<file path="src/design/pcs_pkg.sv">
// constants for the instruction sequencer: vectors, widths, phases, register offset
// assumes a single 40 MHz core clock and a synchronous active-high reset
//
// Contract
// - four internal phases sequence each instruction cycle
// - instruction cycle lasts exactly four clocks
// - fetch next overlaps execute of current
// - flow-changing instructions take two cycles
// - pointer advances by one after fetch
// - pointer is ten bits wide
// - transfers load event target; jumps take ten bits
// - true skip flushes next, resumes at plus two
// - low byte readable and writable at 06H
// - low byte write keeps bits nine, eight
// - every transfer inserts one dummy cycle
// - reset loads pointer with zero
// - external interrupt loads vector 004H
// - timer overflow interrupt loads vector 008H
// - returns reload pointer from saved stack entry
// ==================================================
// package
package pcs_pkg;
   localparam int          PTR_W        = 10;
   localparam int          INSN_W       = 14;
   localparam int          DATA_W       = 8;
   localparam int          ADDR_W       = 7;
   localparam int          PHASES       = 4;
   localparam int          CLK_PERIOD_NS = 25;
   localparam logic [6:0]  LOW_BYTE_ADDR = 7'h06;
   localparam logic [9:0]  RESET_VECTOR = 10'h000;
   localparam logic [9:0]  EXT_VECTOR   = 10'h004;
   localparam logic [9:0]  TMR_VECTOR   = 10'h008;
   localparam logic [1:0]  PHASE_LAST   = 2'h3;
   localparam logic [9:0]  PTR_STEP     = 10'h001;

   // kind of redirect requested by the execute stage for this cycle
   typedef enum logic [2:0] {
      PCS_NONE, PCS_JUMP, PCS_SKIP, PCS_RET, PCS_EXT, PCS_TMR
   } pcs_redirect_t;
endpackage

</file>
<file path="src/design/pcs_phase_gen.sv">
// four-phase generator: splits the core clock into one-hot phase enables
// assumes it shares the sequencer's clock and reset
`timescale 1ns/100ps
module pcs_phase_gen (
   // clock and reset
   input  wire logic       i_core_clk,
   input  wire logic       i_rst,
   // phase outputs
   output logic [1:0]      o_phase,
   output logic [3:0]      o_phase_onehot,
   output logic            o_cycle_end
);
   // ==================================================
   // phase counter
   always_ff @(posedge i_core_clk) begin
      if (i_rst) begin
         o_phase <= 2'h0;
      end else begin
         o_phase <= o_phase + 2'h1;
      end
   end

   // non-overlapping by construction: exactly one bit set per clock
   genvar g;
   generate
      for (g = 0; g < pcs_pkg::PHASES; g++) begin : g_ph
         assign o_phase_onehot[g] = (o_phase == 2'(g));
      end
   endgenerate

   assign o_cycle_end = (o_phase == pcs_pkg::PHASE_LAST);

   property p_cycle_four;
      @(posedge i_core_clk) disable iff (i_rst)
         o_cycle_end |=> !o_cycle_end [*3] ##1 o_cycle_end;
   endproperty
   a_cycle_four: assert property (p_cycle_four) else $error("cycle not four clocks");
endmodule

</file>
<file path="src/design/pcs_sequencer.sv">
// program counter sequencer: two-stage fetch/execute pipeline over a 10-bit pointer
// assumes a synchronous program memory read answered within the instruction cycle,
// and that the execute decoder presents redirect requests on the last phase
`timescale 1ns/100ps
module pcs_sequencer #(
   parameter int PTR_W  = pcs_pkg::PTR_W,
   parameter int INSN_W = pcs_pkg::INSN_W
) (
   // clock and reset
   input  wire logic              i_core_clk,
   input  wire logic              i_rst,
   // program memory
   output logic [PTR_W-1:0]       o_rom_addr,
   output logic                   o_rom_rd,
   input  wire logic [INSN_W-1:0] i_rom_data,
   // execute-stage redirect requests, sampled at cycle end
   input  wire logic              i_jump,
   input  wire logic [PTR_W-1:0]  i_jump_target,
   input  wire logic              i_skip_true,
   input  wire logic              i_ret,
   input  wire logic [PTR_W-1:0]  i_stack_top,
   input  wire logic              i_ext_irq_ack,
   input  wire logic              i_tmr_irq_ack,
   // data-memory access to the low counter byte
   input  wire logic [6:0]        i_data_addr,
   input  wire logic              i_data_wr,
   input  wire logic [7:0]        i_data_wdata,
   output logic [7:0]             o_counter_low_byte,
   // pipeline outputs
   output logic [INSN_W-1:0]      o_exec_insn,
   output logic                   o_exec_valid,
   output logic                   o_dummy,
   output logic [PTR_W-1:0]       o_instruction_pointer,
   output logic [PTR_W-1:0]       o_push_value,
   output logic [1:0]             o_phase,
   output logic                   o_cycle_end
);
   // ==================================================
   // declarations
   logic [3:0]                 phase_onehot;
   logic [PTR_W-1:0]           instruction_pointer;
   logic [PTR_W-1:0]           next_instruction_pointer;
   logic [INSN_W-1:0]          fetch_word;
   logic                       flush;
   logic                       low_wr;
   pcs_pkg::pcs_redirect_t     redirect;
   logic [2:0]                 clks_since_end;

   // ==================================================
   // phase generator
   pcs_phase_gen u_phase (
      .i_core_clk     (i_core_clk),
      .i_rst          (i_rst),
      .o_phase        (o_phase),
      .o_phase_onehot (phase_onehot),
      .o_cycle_end    (o_cycle_end)
   );

   // ==================================================
   // redirect priority: interrupts win, then returns, jumps, skips
   function automatic pcs_pkg::pcs_redirect_t pick_redirect(
      input logic ext, input logic tmr, input logic ret,
      input logic jmp, input logic skp);
      pcs_pkg::pcs_redirect_t r;
      r = pcs_pkg::PCS_NONE;
      if (ext) begin
         r = pcs_pkg::PCS_EXT;
      end else if (tmr) begin
         r = pcs_pkg::PCS_TMR;
      end else if (ret) begin
         r = pcs_pkg::PCS_RET;
      end else if (jmp) begin
         r = pcs_pkg::PCS_JUMP;
      end else if (skp) begin
         r = pcs_pkg::PCS_SKIP;
      end
      return r;
   endfunction

   // a dummy cycle never redirects: its word is dead
   assign redirect = o_dummy ? pcs_pkg::PCS_NONE
                   : pick_redirect(i_ext_irq_ack, i_tmr_irq_ack, i_ret, i_jump, i_skip_true);
   assign low_wr   = i_data_wr && (i_data_addr == pcs_pkg::LOW_BYTE_ADDR) && !o_dummy;

   // ==================================================
   // next pointer
   always_comb begin
      next_instruction_pointer = instruction_pointer + pcs_pkg::PTR_STEP;
      flush = 1'b0;
      case (redirect)
         pcs_pkg::PCS_EXT: begin
            next_instruction_pointer = pcs_pkg::EXT_VECTOR;
            flush = 1'b1;
         end
         pcs_pkg::PCS_TMR: begin
            next_instruction_pointer = pcs_pkg::TMR_VECTOR;
            flush = 1'b1;
         end
         pcs_pkg::PCS_RET: begin
            next_instruction_pointer = i_stack_top;
            flush = 1'b1;
         end
         pcs_pkg::PCS_JUMP: begin
            next_instruction_pointer = i_jump_target;
            flush = 1'b1;
         end
         pcs_pkg::PCS_SKIP: begin
            // pointer holds the flushed word's address; plain step lands on plus two
            flush = 1'b1;
         end
         default: begin
            flush = 1'b0;
         end
      endcase
      if (low_wr && (redirect == pcs_pkg::PCS_NONE || redirect == pcs_pkg::PCS_SKIP)) begin
         // written byte beats the increment, page bits stay
         next_instruction_pointer = {instruction_pointer[PTR_W-1:8], i_data_wdata};
         flush = 1'b1;
      end
   end

   // ==================================================
   // pointer register, updated once per instruction cycle
   always_ff @(posedge i_core_clk) begin
      if (i_rst) begin
         instruction_pointer <= pcs_pkg::RESET_VECTOR;
      end else if (o_cycle_end) begin
         instruction_pointer <= next_instruction_pointer;
      end
   end

   // ==================================================
   // fetch stage: read issued on phase 0, word captured on phase 2
   always_ff @(posedge i_core_clk) begin
      if (i_rst) begin
         fetch_word <= '0;
      end else if (phase_onehot[2]) begin
         fetch_word <= i_rom_data;
      end
   end

   // ==================================================
   // execute stage: fetched word moves in at cycle end
   always_ff @(posedge i_core_clk) begin
      if (i_rst) begin
         o_exec_insn  <= '0;
         o_exec_valid <= 1'b0;
         o_dummy      <= 1'b1;
      end else if (o_cycle_end) begin
         o_exec_insn  <= fetch_word;
         o_exec_valid <= !flush;
         // flushed word runs as a no-op: one lost cycle per transfer
         o_dummy      <= flush;
      end
   end

   // push value: address of the instruction after the executing one
   always_ff @(posedge i_core_clk) begin
      if (i_rst) begin
         o_push_value <= '0;
      end else if (o_cycle_end) begin
         o_push_value <= next_instruction_pointer;
      end
   end

   assign o_rom_addr            = instruction_pointer;
   assign o_rom_rd              = phase_onehot[0];
   assign o_instruction_pointer = instruction_pointer;
   assign o_counter_low_byte    = instruction_pointer[7:0];

   // ==================================================
   // checks
   property p_step_one;
      @(posedge i_core_clk) disable iff (i_rst)
         (o_cycle_end && redirect == pcs_pkg::PCS_NONE && !low_wr)
            |=> instruction_pointer == $past(instruction_pointer) + pcs_pkg::PTR_STEP;
   endproperty
   a_step_one: assert property (p_step_one) else $error("pointer did not step by one");

   property p_jump_load;
      @(posedge i_core_clk) disable iff (i_rst)
         (o_cycle_end && redirect == pcs_pkg::PCS_JUMP)
            |=> instruction_pointer == $past(i_jump_target) && o_dummy;
   endproperty
   a_jump_load: assert property (p_jump_load) else $error("jump target not loaded");

   property p_ext_vec;
      @(posedge i_core_clk) disable iff (i_rst)
         (o_cycle_end && redirect == pcs_pkg::PCS_EXT) |=> instruction_pointer == 10'h004;
   endproperty
   a_ext_vec: assert property (p_ext_vec) else $error("external vector wrong");

   property p_tmr_vec;
      @(posedge i_core_clk) disable iff (i_rst)
         (o_cycle_end && redirect == pcs_pkg::PCS_TMR) |=> instruction_pointer == 10'h008;
   endproperty
   a_tmr_vec: assert property (p_tmr_vec) else $error("timer vector wrong");

   property p_ret_load;
      @(posedge i_core_clk) disable iff (i_rst)
         (o_cycle_end && redirect == pcs_pkg::PCS_RET) |=> instruction_pointer == $past(i_stack_top);
   endproperty
   a_ret_load: assert property (p_ret_load) else $error("return address not loaded");

   property p_skip_two;
      @(posedge i_core_clk) disable iff (i_rst)
         (o_cycle_end && redirect == pcs_pkg::PCS_SKIP && !low_wr)
            |=> ##3 o_cycle_end ##1 (instruction_pointer == $past(instruction_pointer, 5) + 10'h002);
   endproperty
   a_skip_two: assert property (p_skip_two) else $error("skip did not reach plus two");

   property p_low_write;
      @(posedge i_core_clk) disable iff (i_rst)
         (o_cycle_end && low_wr && redirect == pcs_pkg::PCS_NONE)
            |=> instruction_pointer == {$past(instruction_pointer[9:8]), $past(i_data_wdata)};
   endproperty
   a_low_write: assert property (p_low_write) else $error("low byte write wrong");

   property p_dummy_len;
      @(posedge i_core_clk) disable iff (i_rst)
         $rose(o_dummy) |-> o_dummy [*4] ##1 !o_dummy;
   endproperty
   a_dummy_len: assert property (p_dummy_len) else $error("dummy shorter than a cycle");

   property p_dummy_noop;
      @(posedge i_core_clk) disable iff (i_rst)
         o_dummy |-> !o_exec_valid && redirect == pcs_pkg::PCS_NONE;
   endproperty
   a_dummy_noop: assert property (p_dummy_noop) else $error("dummy cycle had effect");

   property p_reset_zero;
      @(posedge i_core_clk) $fell(i_rst) |-> instruction_pointer == 10'h000;
   endproperty
   a_reset_zero: assert property (p_reset_zero) else $error("reset pointer not zero");

   // ==================================================
   // helper: clocks since the last cycle end, kept apart from the phase counter
   always_ff @(posedge i_core_clk) begin
      if (i_rst || o_cycle_end) begin
         clks_since_end <= 3'h0;
      end else begin
         clks_since_end <= clks_since_end + 3'h1;
      end
   end

   property p_cycle_bound;
      @(posedge i_core_clk) disable iff (i_rst)
         clks_since_end <= {1'b0, pcs_pkg::PHASE_LAST}
            && o_cycle_end == (clks_since_end == {1'b0, pcs_pkg::PHASE_LAST});
   endproperty
   a_cycle_bound: assert property (p_cycle_bound) else $error("cycle end out of step");

   // ==================================================
   // flow and pipeline checks
   property p_dummy_inert;
      @(posedge i_core_clk) disable iff (i_rst)
         (o_dummy && o_cycle_end)
            |=> !o_dummy
                && instruction_pointer == $past(instruction_pointer) + pcs_pkg::PTR_STEP;
   endproperty
   a_dummy_inert: assert property (p_dummy_inert) else $error("dummy not inert");

   property p_addr_stand;
      @(posedge i_core_clk) disable iff (i_rst)
         !o_cycle_end |=> $stable(o_rom_addr);
   endproperty
   a_addr_stand: assert property (p_addr_stand) else $error("fetch address moved");

   property p_exec_stand;
      @(posedge i_core_clk) disable iff (i_rst)
         !o_cycle_end
            |=> $stable(o_exec_insn) && $stable(o_exec_valid) && $stable(o_dummy);
   endproperty
   a_exec_stand: assert property (p_exec_stand) else $error("exec stage moved");

   property p_flow_two;
      @(posedge i_core_clk) disable iff (i_rst)
         (o_cycle_end && redirect != pcs_pkg::PCS_NONE) |=> o_dummy [*4] ##1 !o_dummy;
   endproperty
   a_flow_two: assert property (p_flow_two) else $error("redirect not two cycles");

   property p_low_skip;
      @(posedge i_core_clk) disable iff (i_rst)
         (o_cycle_end && low_wr && redirect == pcs_pkg::PCS_SKIP)
            |=> instruction_pointer == {$past(instruction_pointer[9:8]), $past(i_data_wdata)}
                && o_dummy;
   endproperty
   a_low_skip: assert property (p_low_skip) else $error("write lost to skip");

   property p_fetch_once;
      @(posedge i_core_clk) disable iff (i_rst)
         o_rom_rd |=> !o_rom_rd [*3] ##1 o_rom_rd;
   endproperty
   a_fetch_once: assert property (p_fetch_once) else $error("strobe not once");

   property p_exec_next;
      @(posedge i_core_clk) disable iff (i_rst)
         (o_cycle_end && !o_dummy && redirect == pcs_pkg::PCS_NONE && !low_wr)
            |=> o_exec_valid && !o_dummy && o_exec_insn == $past(fetch_word);
   endproperty
   a_exec_next: assert property (p_exec_next) else $error("word not executed");

   property p_reset_state;
      @(posedge i_core_clk)
         i_rst |=> instruction_pointer == 10'h000 && o_phase == 2'h0
                   && o_dummy && !o_exec_valid;
   endproperty
   a_reset_state: assert property (p_reset_state) else $error("reset state wrong");
endmodule

</file>
<file path="config.mk">
export PLATFORM = sky130hd
export DESIGN_NAME = pcs_sequencer
export DESIGN_NICKNAME = d
export VERILOG_FILES = /design/src/design/pcs_pkg.sv /design/src/design/pcs_phase_gen.sv /design/src/design/pcs_sequencer.sv
export SDC_FILE = /design/constraint.sdc
export NUM_CORES = 1
export LEC_CHECK = 0
export BUFFER_PORTS_ARGS = -buffer_cell sky130_fd_sc_hd__buf_2
export CAP_MARGIN = 20
export CORE_UTILIZATION = 46
export DETAILED_ROUTE_END_ITERATION = 10
export PLACE_DENSITY = 0.84
export SYNTH_ARGS = -nofsm -noshare
export SYNTH_HDL_FRONTEND = slang
export SYNTH_SLANG_ARGS = --single-unit
</file>
<file path="constraint.sdc">
create_clock -name i_core_clk -period 2.19 [get_ports i_core_clk]
set_input_delay 0.219 -clock i_core_clk [delete_from_list [all_inputs] [get_ports i_core_clk]]
set_output_delay 0.219 -clock i_core_clk [all_outputs]
set_load 0.03 [all_outputs]
</file>
==> key figures, run 1 <==
Outcome
  – Status: complete, no violations

Synthesis
  – Syn nets: 314
  – Synth warnings: 0
  – Yosys reg bits: 42
  – Xor/xnor cell area share of the yosys netlist: 1.50%
  – Register area share after synthesis: 36.1%
  – Synth Area in Adders: 2.15%
  – Netlist cell types: 45
  – Ys async rst share: 0%
  – Mean Syn Cell Area: 9.20 sq um
  – Post-synthesis mux area share: 12.5%
  – Main synth FF type: dfxtp_1
  – Post-Synth Simple-Gate Area: 16.4%
  – Post-Syn Area: 0.00233 sq mm
  – Largest family of logic cells by synthesized area: simple AND/OR/NAND/NOR gates
  – Synthesized instance count: 253
  – Post-synth EDFFs: 0
  – Synth Area in Compound Gates: 16.3%

STA
  – RSZ-0062 raised after global routing: no
  – Slew Limit Fails: 0
  – Slew @ Worst Pin: 0.760 ns
  – Final hold violations: 0
  – Period utilization: 87.4%
  – Tmin final: 1.91 ns
  – Clock Skew: 0.00402 ns
  – Final Setup Violations: 0
  – Setup_tns: 0 ns
  – Max_slew headroom: 49.3%
  – Max Freq: 522 MHz

Placed design
  – DP Wirelength: 4080 microns
  – IO Port Bufs: 114
  – Placer congestion estimate: 0.808

Critical path
  – CP delay by family, top: simple AND/OR/NAND/NOR gates
  – Startpoint Class: register
  – Buf+Inv Stages, Crit Path: 0
  – Worst Path Required: 2.39 ns
  – CP cell instances: nor4_1 > and2_1 > a221oi_2 > a211o_1 > a311oi_2
  – Arrival time worst endpoint: 2.11 ns
  – CP Capture Type: register
  – CP Max Fanout: 15
  – Crit-path max cell delay: 0.47 ns
  – Crit-path slowest cell: dfxtp_1
  – Worst Setup Path Type: reg2reg

CTS
  – CTS tree: done
  – H-Tree Depth: 2
  – # hold bufs at CTS: 0
  – Clk buf depth: 2
  – Worst-path clk slew: 0.09 ns
  – Root buffer cell: clkbuf_8
  – Latest clock arrival within the worst-skew pair: 0.29 ns
  – Clock Sinks: 42
  – CTS buffer count: 5

Detailed routing
  – Antenna-violating nets left: 0
  – Detailed Route WL: 5380 microns
  – WL/cell: 13.3 microns
  – Vias: 2092
  – 1st-iter DRT viols: 109
  – Drt first pass iters: 6
  – Via density: 5.19
  – DRC Markers: 0

Flow run
  – MaxCap Viol Count: 0

Floorplanning
  – DIE AREA: 0.00535 sq mm
  – Core area: 0.00479 sq mm
  – Ports: 115
  – Die X: 73.1 microns
  – FP Rows: 25
  – Starting density of the core: 48.7%
  – Die H: 73.1 microns

Power
  – Internal: 1150 uW
  – Total power: 1650 uW
  – Sequential power share: 49.4%
  – Clock share of power: 31.8%
  – Sw Share: 30.2%
  – Pwr dens: 591 mW/mm^2
  – Combinational fraction of design power: 18.8%
  – Psw: 499 uW
  – LEAKAGE: 0.00132 uW
  – Max rail drop VDD: 0.000445 V

Cells and area
  – Antenna cells: 0
  – Most common cell after layout, fill and taps aside: buf_2
  – Layout cells sized above 1: 42.3%
  – # nets final: 396
  – Area delta synth->final: 20.0%
  – Most frequent cells in the layout: buf_2, dfxtp_1, nor2_1

GRT
  – First-pass GRT wire length: 8620 microns
  – Overflow after GRT: 0
  – Vias in the first global route: 1920
  – Total track usage: 20.9%
  – Initial antenna violation count: 0
  – Largest net degree at the start of global routing: 43

Min path
  – Worst Hold Class: in2reg
-- power groups by stage --
stage	Combinational [uW]	Clock [uW]	Sequential (uW)
detailed placement	310	0	835
CTS	311	545	817
global route	336	570	822
global placement	305	0	833
floorplan	202	0	855
finish	310	525	817
-- Yosys cell counts (3+ instances only) --
cell	n	area (sq um)
nand2_1	10	37.5
a211o_1	4	35.0
ha_1	4	50.1
a211oi_1	4	30.0
xnor2_1	3	26.3
nor2b_1	4	25.0
clkbuf_1	4	15.0
a311oi_2	3	45.0
buf_2	4	20.0
dfxtp_1	42	841
inv_1	8	30.0
nand3_1	3	15.0
nor2_1	41	154
buf_6	5	56.3
a21oi_1	9	45.0
mux2i_1	28	280
buf_4	29	218
o21ai_0	5	25.0
nand4_1	3	18.8
a21o_1	6	45.0
-- final cells by class --
class                           instances  area [sq um]
Fill cell                             454          1990
Multi-Input combinational cell        160          1140
Sequential cell                        42           841
Timing Repair Buffer                  118           601
Tap cell                               67          83.8
Clock buffer                            5          68.8
Inverter                                8          30.0
Clock inverter                          3          27.5
-- repair_timing --
item | in CTS | in global routing
setup buffers | 0 | 0
setup endpoints to repair | 0 | 3
hold endpoints to repair | 0 | 0
resized for setup | 0 | 1
-- routing by layer --
layer	share of wire [%]	vias to the layer above	routed length [microns]	track usage [%]
met5	0	-	0	0
met4	2.0	0	106	7.84
met3	7.8	10	422	4.56
li1	-	1026	-	-
met2	49	103	2610	35.8
met1	42	953	2240	25.4
-- state kept, by name (all words and copies together) (netlist names) --
register	flops
o_push_value	10
fetch_word	14
o_exec_valid	1
u_phase.o_phase	2
o_dummy	1
o_exec_insn	14
-- final timing paths --
check,from,end,slack [ns],cells after the start
setup / recovery,o_dummy$_SDFFE_PP1P_,o_push_value[5]$_SDFFE_PP0P_,0.28,5
hold / removal,i_rom_data[13],fetch_word[13]$_SDFFE_PP0N_,0.16,3
setup reg to reg,o_dummy$_SDFFE_PP1P_,o_push_value[5]$_SDFFE_PP0P_,0.28,5
hold reg to reg,o_exec_valid$_SDFFE_PP0P_,o_exec_valid$_SDFFE_PP0P_,0.47,2
-- logic make-up (layout without fill, tap and decap cells) --
| group | Yosys count | count (layout) |
|---|---|---|
| buf+inv | 51 | 134 |
| flops | 42 | 42 |
| compound gates | 47 | 47 |
| simple gates | 76 | 76 |
| xor+xnor | 4 | 4 |
| fa+ha+maj | 4 | 4 |
| mux | 29 | 29 |
-- metrics by stage --
step | hold slack [ns] | worst slack [ns] | utilization, % | area [sq um] | instances
after global placement | 0.442 | 0.294 | 56.3 | 2700 | 395
final | 0.159 | 0.276 | 58.4 | 2790 | 403
after global routing | 0.148 | 0.104 | 58.4 | 2790 | 403
after floorplan | 0.366 | 0.374 | - | 2330 | 253
after detailed placement | 0.459 | 0.200 | 56.3 | 2700 | 395
after CTS | 0.151 | 0.178 | 58.3 | 2790 | 403
-- worst min-delay path, delay by kind of cell --
| kind | cells | cell delay, ns |
|---|---|---|
| muxes | 1 | 0.05 |
| and+or+nand+nor | 1 | 0.07 |
| buffers and inverters | 1 | 0.07 |
No activity file was read; power rests on OpenSTA's default activity.
==> run 2, diff against run 1 <==
CORE_UTILIZATION = 48   (was 46)
CTS_BUF_LIST = sky130_fd_sc_hd__clkbuf_8   (was default)
CTS_CLUSTER_SIZE = 30   (was default)
PLACE_DENSITY = 0.87   (was 0.84)
==> run 2 against run 1 <==
Net effect:
- non-clock buffer count grew 1
- clock skew is essentially flat
- clock-buffer cell count is the same
- via count grew 0.43%
- clock power grew 14%
- largest power group unchanged
- combinational power grew 1%
- sequential power is essentially flat
- largest cell class unchanged
- critical path type unchanged
==> key figures, run 2 (synthesis gave the netlist of run 1 again) <==
Outcome
  – Status: complete, no violations (unchanged)

Floorplanning
  – DIE AREA: 0.00513 sq mm (was 0.00535 sq mm)
  – Core area: 0.00450 sq mm (was 0.00479 sq mm)
  – FP Rows: 24 (was 25)
  – Ports: 115 (unchanged)
  – Die X: 71.7 microns (was 73.1 microns)
  – Starting density of the core: 51.7% (was 48.7%)
  – Die H: 71.7 microns (was 73.1 microns)

CTS
  – CTS resizes: 0 (unchanged)
  – Worst-path clk slew: 0.08 ns (was 0.09 ns)
  – Clock Sinks: 42 (unchanged)
  – CTS buffer count: 5 (unchanged)
  – # hold bufs at CTS: 0 (unchanged)
  – CTS tree: done (unchanged)
  – Setup Fix Bufs, Post-CTS: 0 (unchanged)
  – Clk buf depth: 2 (unchanged)
  – Root buffer cell: clkbuf_8 (unchanged)
  – Latest clock arrival within the worst-skew pair: 0.29 ns (about the same)
  – H-Tree Depth: 2 (unchanged)

Critical path
  – Arrival time worst endpoint: 2.01 ns (was 2.11 ns)
  – Worst Path Required: 2.40 ns (was 2.39 ns)
  – Startpoint Class: register (unchanged)
  – Worst Setup Path Type: reg2reg (unchanged)
  – CP Capture Type: register (unchanged)
  – CP Max Fanout: 7 (was 15)

GRT
  – Overflow after GRT: 0 (unchanged)
  – Total track usage: 21.3% (was 20.9%)
  – First-pass GRT wire length: 8590 microns (was 8620 microns)
  – Vias in the first global route: 1953 (was 1920)
  – Largest net degree at the start of global routing: 43 (unchanged)
  – Initial antenna violation count: 0 (unchanged)

Detailed routing
  – Detailed Route WL: 5420 microns (was 5380 microns)
  – WL/cell: 13.9 microns (was 13.3 microns)
  – Drt first pass iters: 4 (was 6)
  – 1st-iter DRT viols: 130 (was 109)
  – DRC Markers: 0 (unchanged)
  – Via density: 5.40 (was 5.19)
  – Vias: 2101 (was 2092)
  – Antenna-violating nets left: 0 (unchanged)

Cells and area
  – Antenna cells: 0 (unchanged)
  – # nets final: 397 (was 396)
  – Post-Layout Inst Area: 0.00279 sq mm (unchanged)
  – Most frequent cells in the layout: buf_2, dfxtp_1, nor2_1 (unchanged)
  – Area delta synth->final: 20.0% (unchanged)
  – Fillers: 405 (was 454)
  – Most common cell after layout, fill and taps aside: buf_2 (unchanged)
  – Final std cells w/o fill: 389 (was 403)
  – Top flop regs: fetch_word x14, o_exec_insn x14, o_push_value x10 (unchanged)
  – Layout cells sized above 1: 41.8% (was 42.3%)

Min path
  – Worst Hold Class: in2reg (unchanged)

Power
  – LEAKAGE: 0.00133 uW (was 0.00132 uW)
  – Pwr dens: 618 mW/mm^2 (was 591 mW/mm^2)
  – Max rail drop VDD: 0.000460 V (was 0.000445 V)

STA
  – Max Freq: 556 MHz (was 522 MHz)
  – Final hold violations: 0 (unchanged)
  – RSZ-0062 raised after global routing: no (unchanged)
  – Clock Skew: 0.00438 ns (was 0.00402 ns)
  – Slew Limit Fails: 0 (unchanged)
  – Final Setup Violations: 0 (unchanged)
  – Period utilization: 82.2% (was 87.4%)
  – Max_slew headroom: 49.1% (was 49.3%)
  – Slew @ Worst Pin: 0.764 ns (was 0.760 ns)
  – Setup_tns: 0 ns (unchanged)
  – Hold_ws: 0.164 ns (was 0.159 ns)
  – Tmin final: 1.80 ns (was 1.91 ns)

Placed design
  – Placer congestion estimate: 0.852 (was 0.808)
  – DP Wirelength: 4160 microns (was 4080 microns)
  – Placed cell count: 381 (was 395)
  – IO Port Bufs: 114 (unchanged)
  – Placed cell area: 0.00268 sq mm (was 0.00270 sq mm)

Flow run
  – MaxCap Viol Count: 0 (unchanged)
==> run 2: routing by layer <==
metal  global-route usage, %  share of wire (%)  wire (microns)
met2                    38.1                 49            2640
met5                       0                  0               0
met1                    24.8                 42            2280
met3                    4.08                6.7             364
met4                    9.15                2.5             136
==> run 2: worst paths after layout <==
path / startpoint / to / slack, ns / depth (start not counted)
setup reg to reg: o_dummy$_SDFFE_PP1P_ / o_push_value[5]$_SDFFE_PP0P_ / 0.39 / 5
hold / removal: i_rom_data[4] / fetch_word[4]$_SDFFE_PP0N_ / 0.16 / 3
hold reg to reg: o_exec_valid$_SDFFE_PP0P_ / o_exec_valid$_SDFFE_PP0P_ / 0.46 / 2
setup / recovery: o_dummy$_SDFFE_PP1P_ / o_push_value[5]$_SDFFE_PP0P_ / 0.39 / 5
==> run 2: power breakdown <==
group	total (uW)	switching (uW)	internal (uW)
sequential	814	24.0	790
clock	597	261	335
combinational	314	187	128
total	1730	472	1250
==> run 2: final cells by class <==
cell class / instances / area (sq um) / area share [%]
tap: 52 / 65.1 / 2.33
clock buffer: 5 / 68.8 / 2.46
inverter: 8 / 30.0 / 1.07
multi-input combinational: 160 / 1140 / 40.8
timing repair buffer: 119 / 608 / 21.8
sequential: 42 / 841 / 30.1
clock inverter: 3 / 41.3 / 1.48
==> run 2: critical path: stages (launching register included) <==
cell and delay (ns):
dfxtp_1 0.35, nor3b_1 0.25, nand3_1 0.25, nor2b_1 0.46, nand2_1 0.14, a311oi_2 0.26
==> run 2: metrics by stage <==
step	worst slack [ns]	power, uW	utilization, %
2_1_floorplan	0.374	1060	-
3_3_place_gp	0.361	1140	59.6
3_5_place_dp	0.348	1150	59.6
4_1_cts	0.378	1740	62.0
5_1_grt	0.144	1810	62.0
6_report	0.391	1730	62.0
==> run 3, diff against run 2 <==
ABC_AREA = 1   (was default)
CORE_UTILIZATION = 43   (was 48)
PLACE_DENSITY = 0.82   (was 0.87)
clock period = 1.46 ns   (was 2.19 ns; I/O delays follow)
==> run 3 against run 2 <==
Net effect:
- hold slack got worse by 0.10 ns
- register-to-register slack worse by 0.36 ns
- final area is 15% higher
- routed wire length increased by 22%
- largest power group unchanged
==> key figures, run 3 <==
Outcome
  – Status: complete, no violations (unchanged)

GRT
  – Initial antenna violation count: 0 (unchanged)
  – Largest net degree at the start of global routing: 30 (was 43)
  – Total track usage: 22.1% (was 21.3%)
  – Vias in the first global route: 2331 (was 1953)
  – First-pass GRT wire length: 10500 microns (was 8590 microns)
  – Overflow after GRT: 0 (unchanged)

CTS
  – Worst-path clk slew: 0.10 ns (was 0.08 ns)
  – Clock Sinks: 42 (unchanged)
  – Root buffer cell: clkbuf_8 (unchanged)
  – Clk buf depth: 2 (unchanged)
  – CTS tree: done (unchanged)
  – CTS buffer count: 5 (unchanged)
  – # hold bufs at CTS: 0 (unchanged)
  – H-Tree Depth: 2 (unchanged)
  – Latest clock arrival within the worst-skew pair: 0.30 ns (was 0.29 ns)

Synthesis
  – Yosys reg bits: 42 (unchanged)
  – Synth warnings: 0 (unchanged)
  – Most frequent cells after synthesis: nor2_1, nand2_1, dfxtp_1 (was dfxtp_1, nor2_1, buf_4)
  – Post-synth EDFFs: 0 (unchanged)
  – Ys async rst share: 0% (unchanged)
  – Syn nets: 411 (was 314)
  – Main synth FF type: dfxtp_1 (unchanged)
  – Netlist cell types: 26 (was 45)
  – Most common cell in the netlist: nor2_1 (was dfxtp_1)
  – Register area share after synthesis: 34.7% (was 36.1%)
  – Top cell type's share of synthesized area: 34.7% (was 36.1%)
  – Synthesized instance count: 350 (was 253)
  – Mean Syn Cell Area: 6.93 sq um (was 9.20 sq um)
  – Synth area leaders: dfxtp_1, nor2_1, nand2_1, buf_4, o21ai_0 (was dfxtp_1, mux2i_1, buf_4, nor2_1, buf_6)
  – Leading area contributor after synthesis: dfxtp_1 (unchanged)
  – Post-Syn Area: 0.00242 sq mm (was 0.00233 sq mm)

STA
  – Final Setup Violations: 0 (unchanged)
  – Final hold violations: 0 (unchanged)
  – RSZ-0062 raised after global routing: yes (was no)
  – Max_slew headroom: 70.0% (was 49.1%)
  – Setup_tns: 0 ns (unchanged)
  – Tmin final: 1.43 ns (was 1.80 ns)
  – Slew Limit Fails: 0 (unchanged)
  – Max Freq: 697 MHz (was 556 MHz)
  – Clock Skew: 0.0106 ns (was 0.00438 ns)
  – Slew @ Worst Pin: 0.449 ns (was 0.764 ns)
  – Period utilization: 98.2% (was 82.2%)
  – Hold_ws: 0.0603 ns (was 0.164 ns)

Detailed routing
  – Antenna-violating nets left: 0 (unchanged)
  – 1st-iter DRT viols: 123 (was 130)
  – WL/cell: 12.6 microns (was 13.9 microns)
  – Detailed Route WL: 6630 microns (was 5420 microns)
  – Via density: 4.96 (was 5.40)
  – DRC Markers: 0 (unchanged)
  – Vias: 2614 (was 2101)
  – Drt first pass iters: 4 (unchanged)

Critical path
  – Worst Setup Path Type: reg2reg (unchanged)
  – Buf+Inv Stages, Crit Path: 2 (was 0)
  – CP Capture Type: register (unchanged)
  – Startpoint Class: register (unchanged)
  – CP cell instances: inv_8 > nand2_4 > a21oi_4 > buf_6 > nand2_4 > nor2_4 > nand2_1 > nand2_1 > nand3_1 > a21oi_2 (was nor3b_1 > nand3_1 > nor2b_1 > nand2_1 > a311oi_2)
  – Crit-path slowest cell: dfxtp_4 (was nor2b_1)
  – Arrival time worst endpoint: 1.67 ns (was 2.01 ns)
  – CP Max Fanout: 6 (was 7)
  – Crit-path max cell delay: 0.38 ns (was 0.46 ns)
  – Worst Path Required: 1.69 ns (was 2.40 ns)
  – CP delay by family, top: simple AND/OR/NAND/NOR gates (unchanged)

Floorplanning
  – Die X: 77.1 microns (was 71.7 microns)
  – DIE AREA: 0.00594 sq mm (was 0.00513 sq mm)
  – FP Rows: 26 (was 24)
  – Die H: 77.1 microns (was 71.7 microns)
  – Core area: 0.00527 sq mm (was 0.00450 sq mm)
  – Ports: 115 (unchanged)
  – Starting density of the core: 46.0% (was 51.7%)

Placed design
  – DP Wirelength: 4760 microns (was 4160 microns)
  – IO Port Bufs: 114 (unchanged)
  – Placed cell area: 0.00297 sq mm (was 0.00268 sq mm)
  – Placer congestion estimate: 0.861 (was 0.852)
  – Placed cell count: 511 (was 381)

Cells and area
  – Area delta synth->final: 33.0% (was 20.0%)
  – Most frequent cells in the layout: buf_2, nor2_1, nand2_1 (was buf_2, dfxtp_1, nor2_1)
  – Post-Layout Inst Area: 0.00323 sq mm (was 0.00279 sq mm)
  – Top flop regs: fetch_word x14, o_exec_insn x14, o_push_value x10 (unchanged)
  – Antenna cells: 0 (unchanged)
  – Layout cells sized above 1: 42.5% (was 41.8%)
  – Fillers: 491 (was 405)
  – Final std cells w/o fill: 527 (was 389)
  – # nets final: 517 (was 397)
  – Most common cell after layout, fill and taps aside: buf_2 (unchanged)

Power
  – Max rail drop VDD: 0.000724 V (was 0.000460 V)
  – Total power: 2650 uW (was 1730 uW)
  – Pwr dens: 823 mW/mm^2 (was 618 mW/mm^2)
  – LEAKAGE: 0.00172 uW (was 0.00133 uW)

Min path
  – Worst Hold Class: in2reg (unchanged)

Flow run
  – MaxCap Viol Count: 0 (unchanged)
## run 3: changes by cell type after synthesis, moves of 6 or more
| cell | previous run | this run |
|---|---|---|
| a21o_1 | 6 | 0 |
| a21oi_2 | 0 | 8 |
| clkbuf_1 | 4 | 10 |
| inv_1 | 8 | 27 |
| mux2i_1 | 28 | 0 |
| nand2_1 | 10 | 62 |
| nand3_1 | 3 | 21 |
| nand4_1 | 3 | 9 |
| nor2_1 | 41 | 68 |
| o21ai_0 | 5 | 36 |
## run 3: repair_timing
| action | CTS | global route |
|---|---|---|
| gates resized for setup | 1 | 26 |
| pin swaps | 1 | 8 |
| buffers inserted | 2 | 6 |
| hold endpoints to repair | 0 | 0 |
| endpoints found under the setup margin | 5 | 10 |
## run 3: kinds of logic (layout without fill, tap and decap cells)
group | count (synthesis) | after routing | synth area share, %
adder cells (fa/ha/maj) | 4 | 4 | 2.06
XOR/XNOR | 1 | 1 | 0.361
buffers and inverters | 70 | 177 | 15.8
AND/OR/NAND/NOR | 177 | 177 | 33.3
flip-flops | 42 | 42 | 34.7
AO/OA/AOI/OAI | 56 | 56 | 13.8
## run 3: layer usage
layer / vias up / wire [microns] / track usage (%)
li1: 1307 / - / -
met2: 107 / 3330 / 39.4
met3: 16 / 414 / 5.00
met4: 0 / 126 / 7.55
met5: - / 0 / 0
met1: 1184 / 2760 / 25.9
## run 3: final cells by class
class                   instances  area [sq um]  share of cell area [%]
multi-input cells             238          1270                    39.5
clock inverters                 3          26.3                   0.815
inverters                      29           120                    3.72
clock buffers                   5          68.8                    2.13
flip-flops and latches         42           861                    26.7
well taps                      70          87.6                    2.72
repair buffers                140           788                    24.4
## run 3: worst paths after layout
path,start,to,slack (ns),cells after the start
max reg2reg,o_dummy$_SDFFE_PP1P_,o_push_value[2]$_SDFFE_PP0P_,0.03,10
min reg2reg,o_exec_valid$_SDFFE_PP0P_,o_exec_valid$_SDFFE_PP0P_,0.47,1
min,i_rom_data[12],fetch_word[12]$_SDFFE_PP0N_,0.06,3
max,o_dummy$_SDFFE_PP1P_,o_push_value[2]$_SDFFE_PP0P_,0.03,10
## run 3: tightest hold or removal path, cell delays in order
cell and delay, ns:
buf_2 0.08, nor2_1 0.03, nor2_1 0.08
## run 3: power by group
| part | leakage (uW) | internal (uW) | switching [uW] |
|---|---|---|---|
| clock | 0.0000495 | 355 | 448 |
| sequential | 0.000346 | 1220 | 50.1 |
| combinational | 0.00133 | 211 | 374 |
## run 3: metrics by stage
stage	setup slack, ns	utilization (%)
floorplan	-0.00948	-
global placement	0.0764	56.3
detailed placement	-0.0140	56.3
CTS	0.0120	58.5
global route	-0.0295	61.2
finish	0.0258	61.2
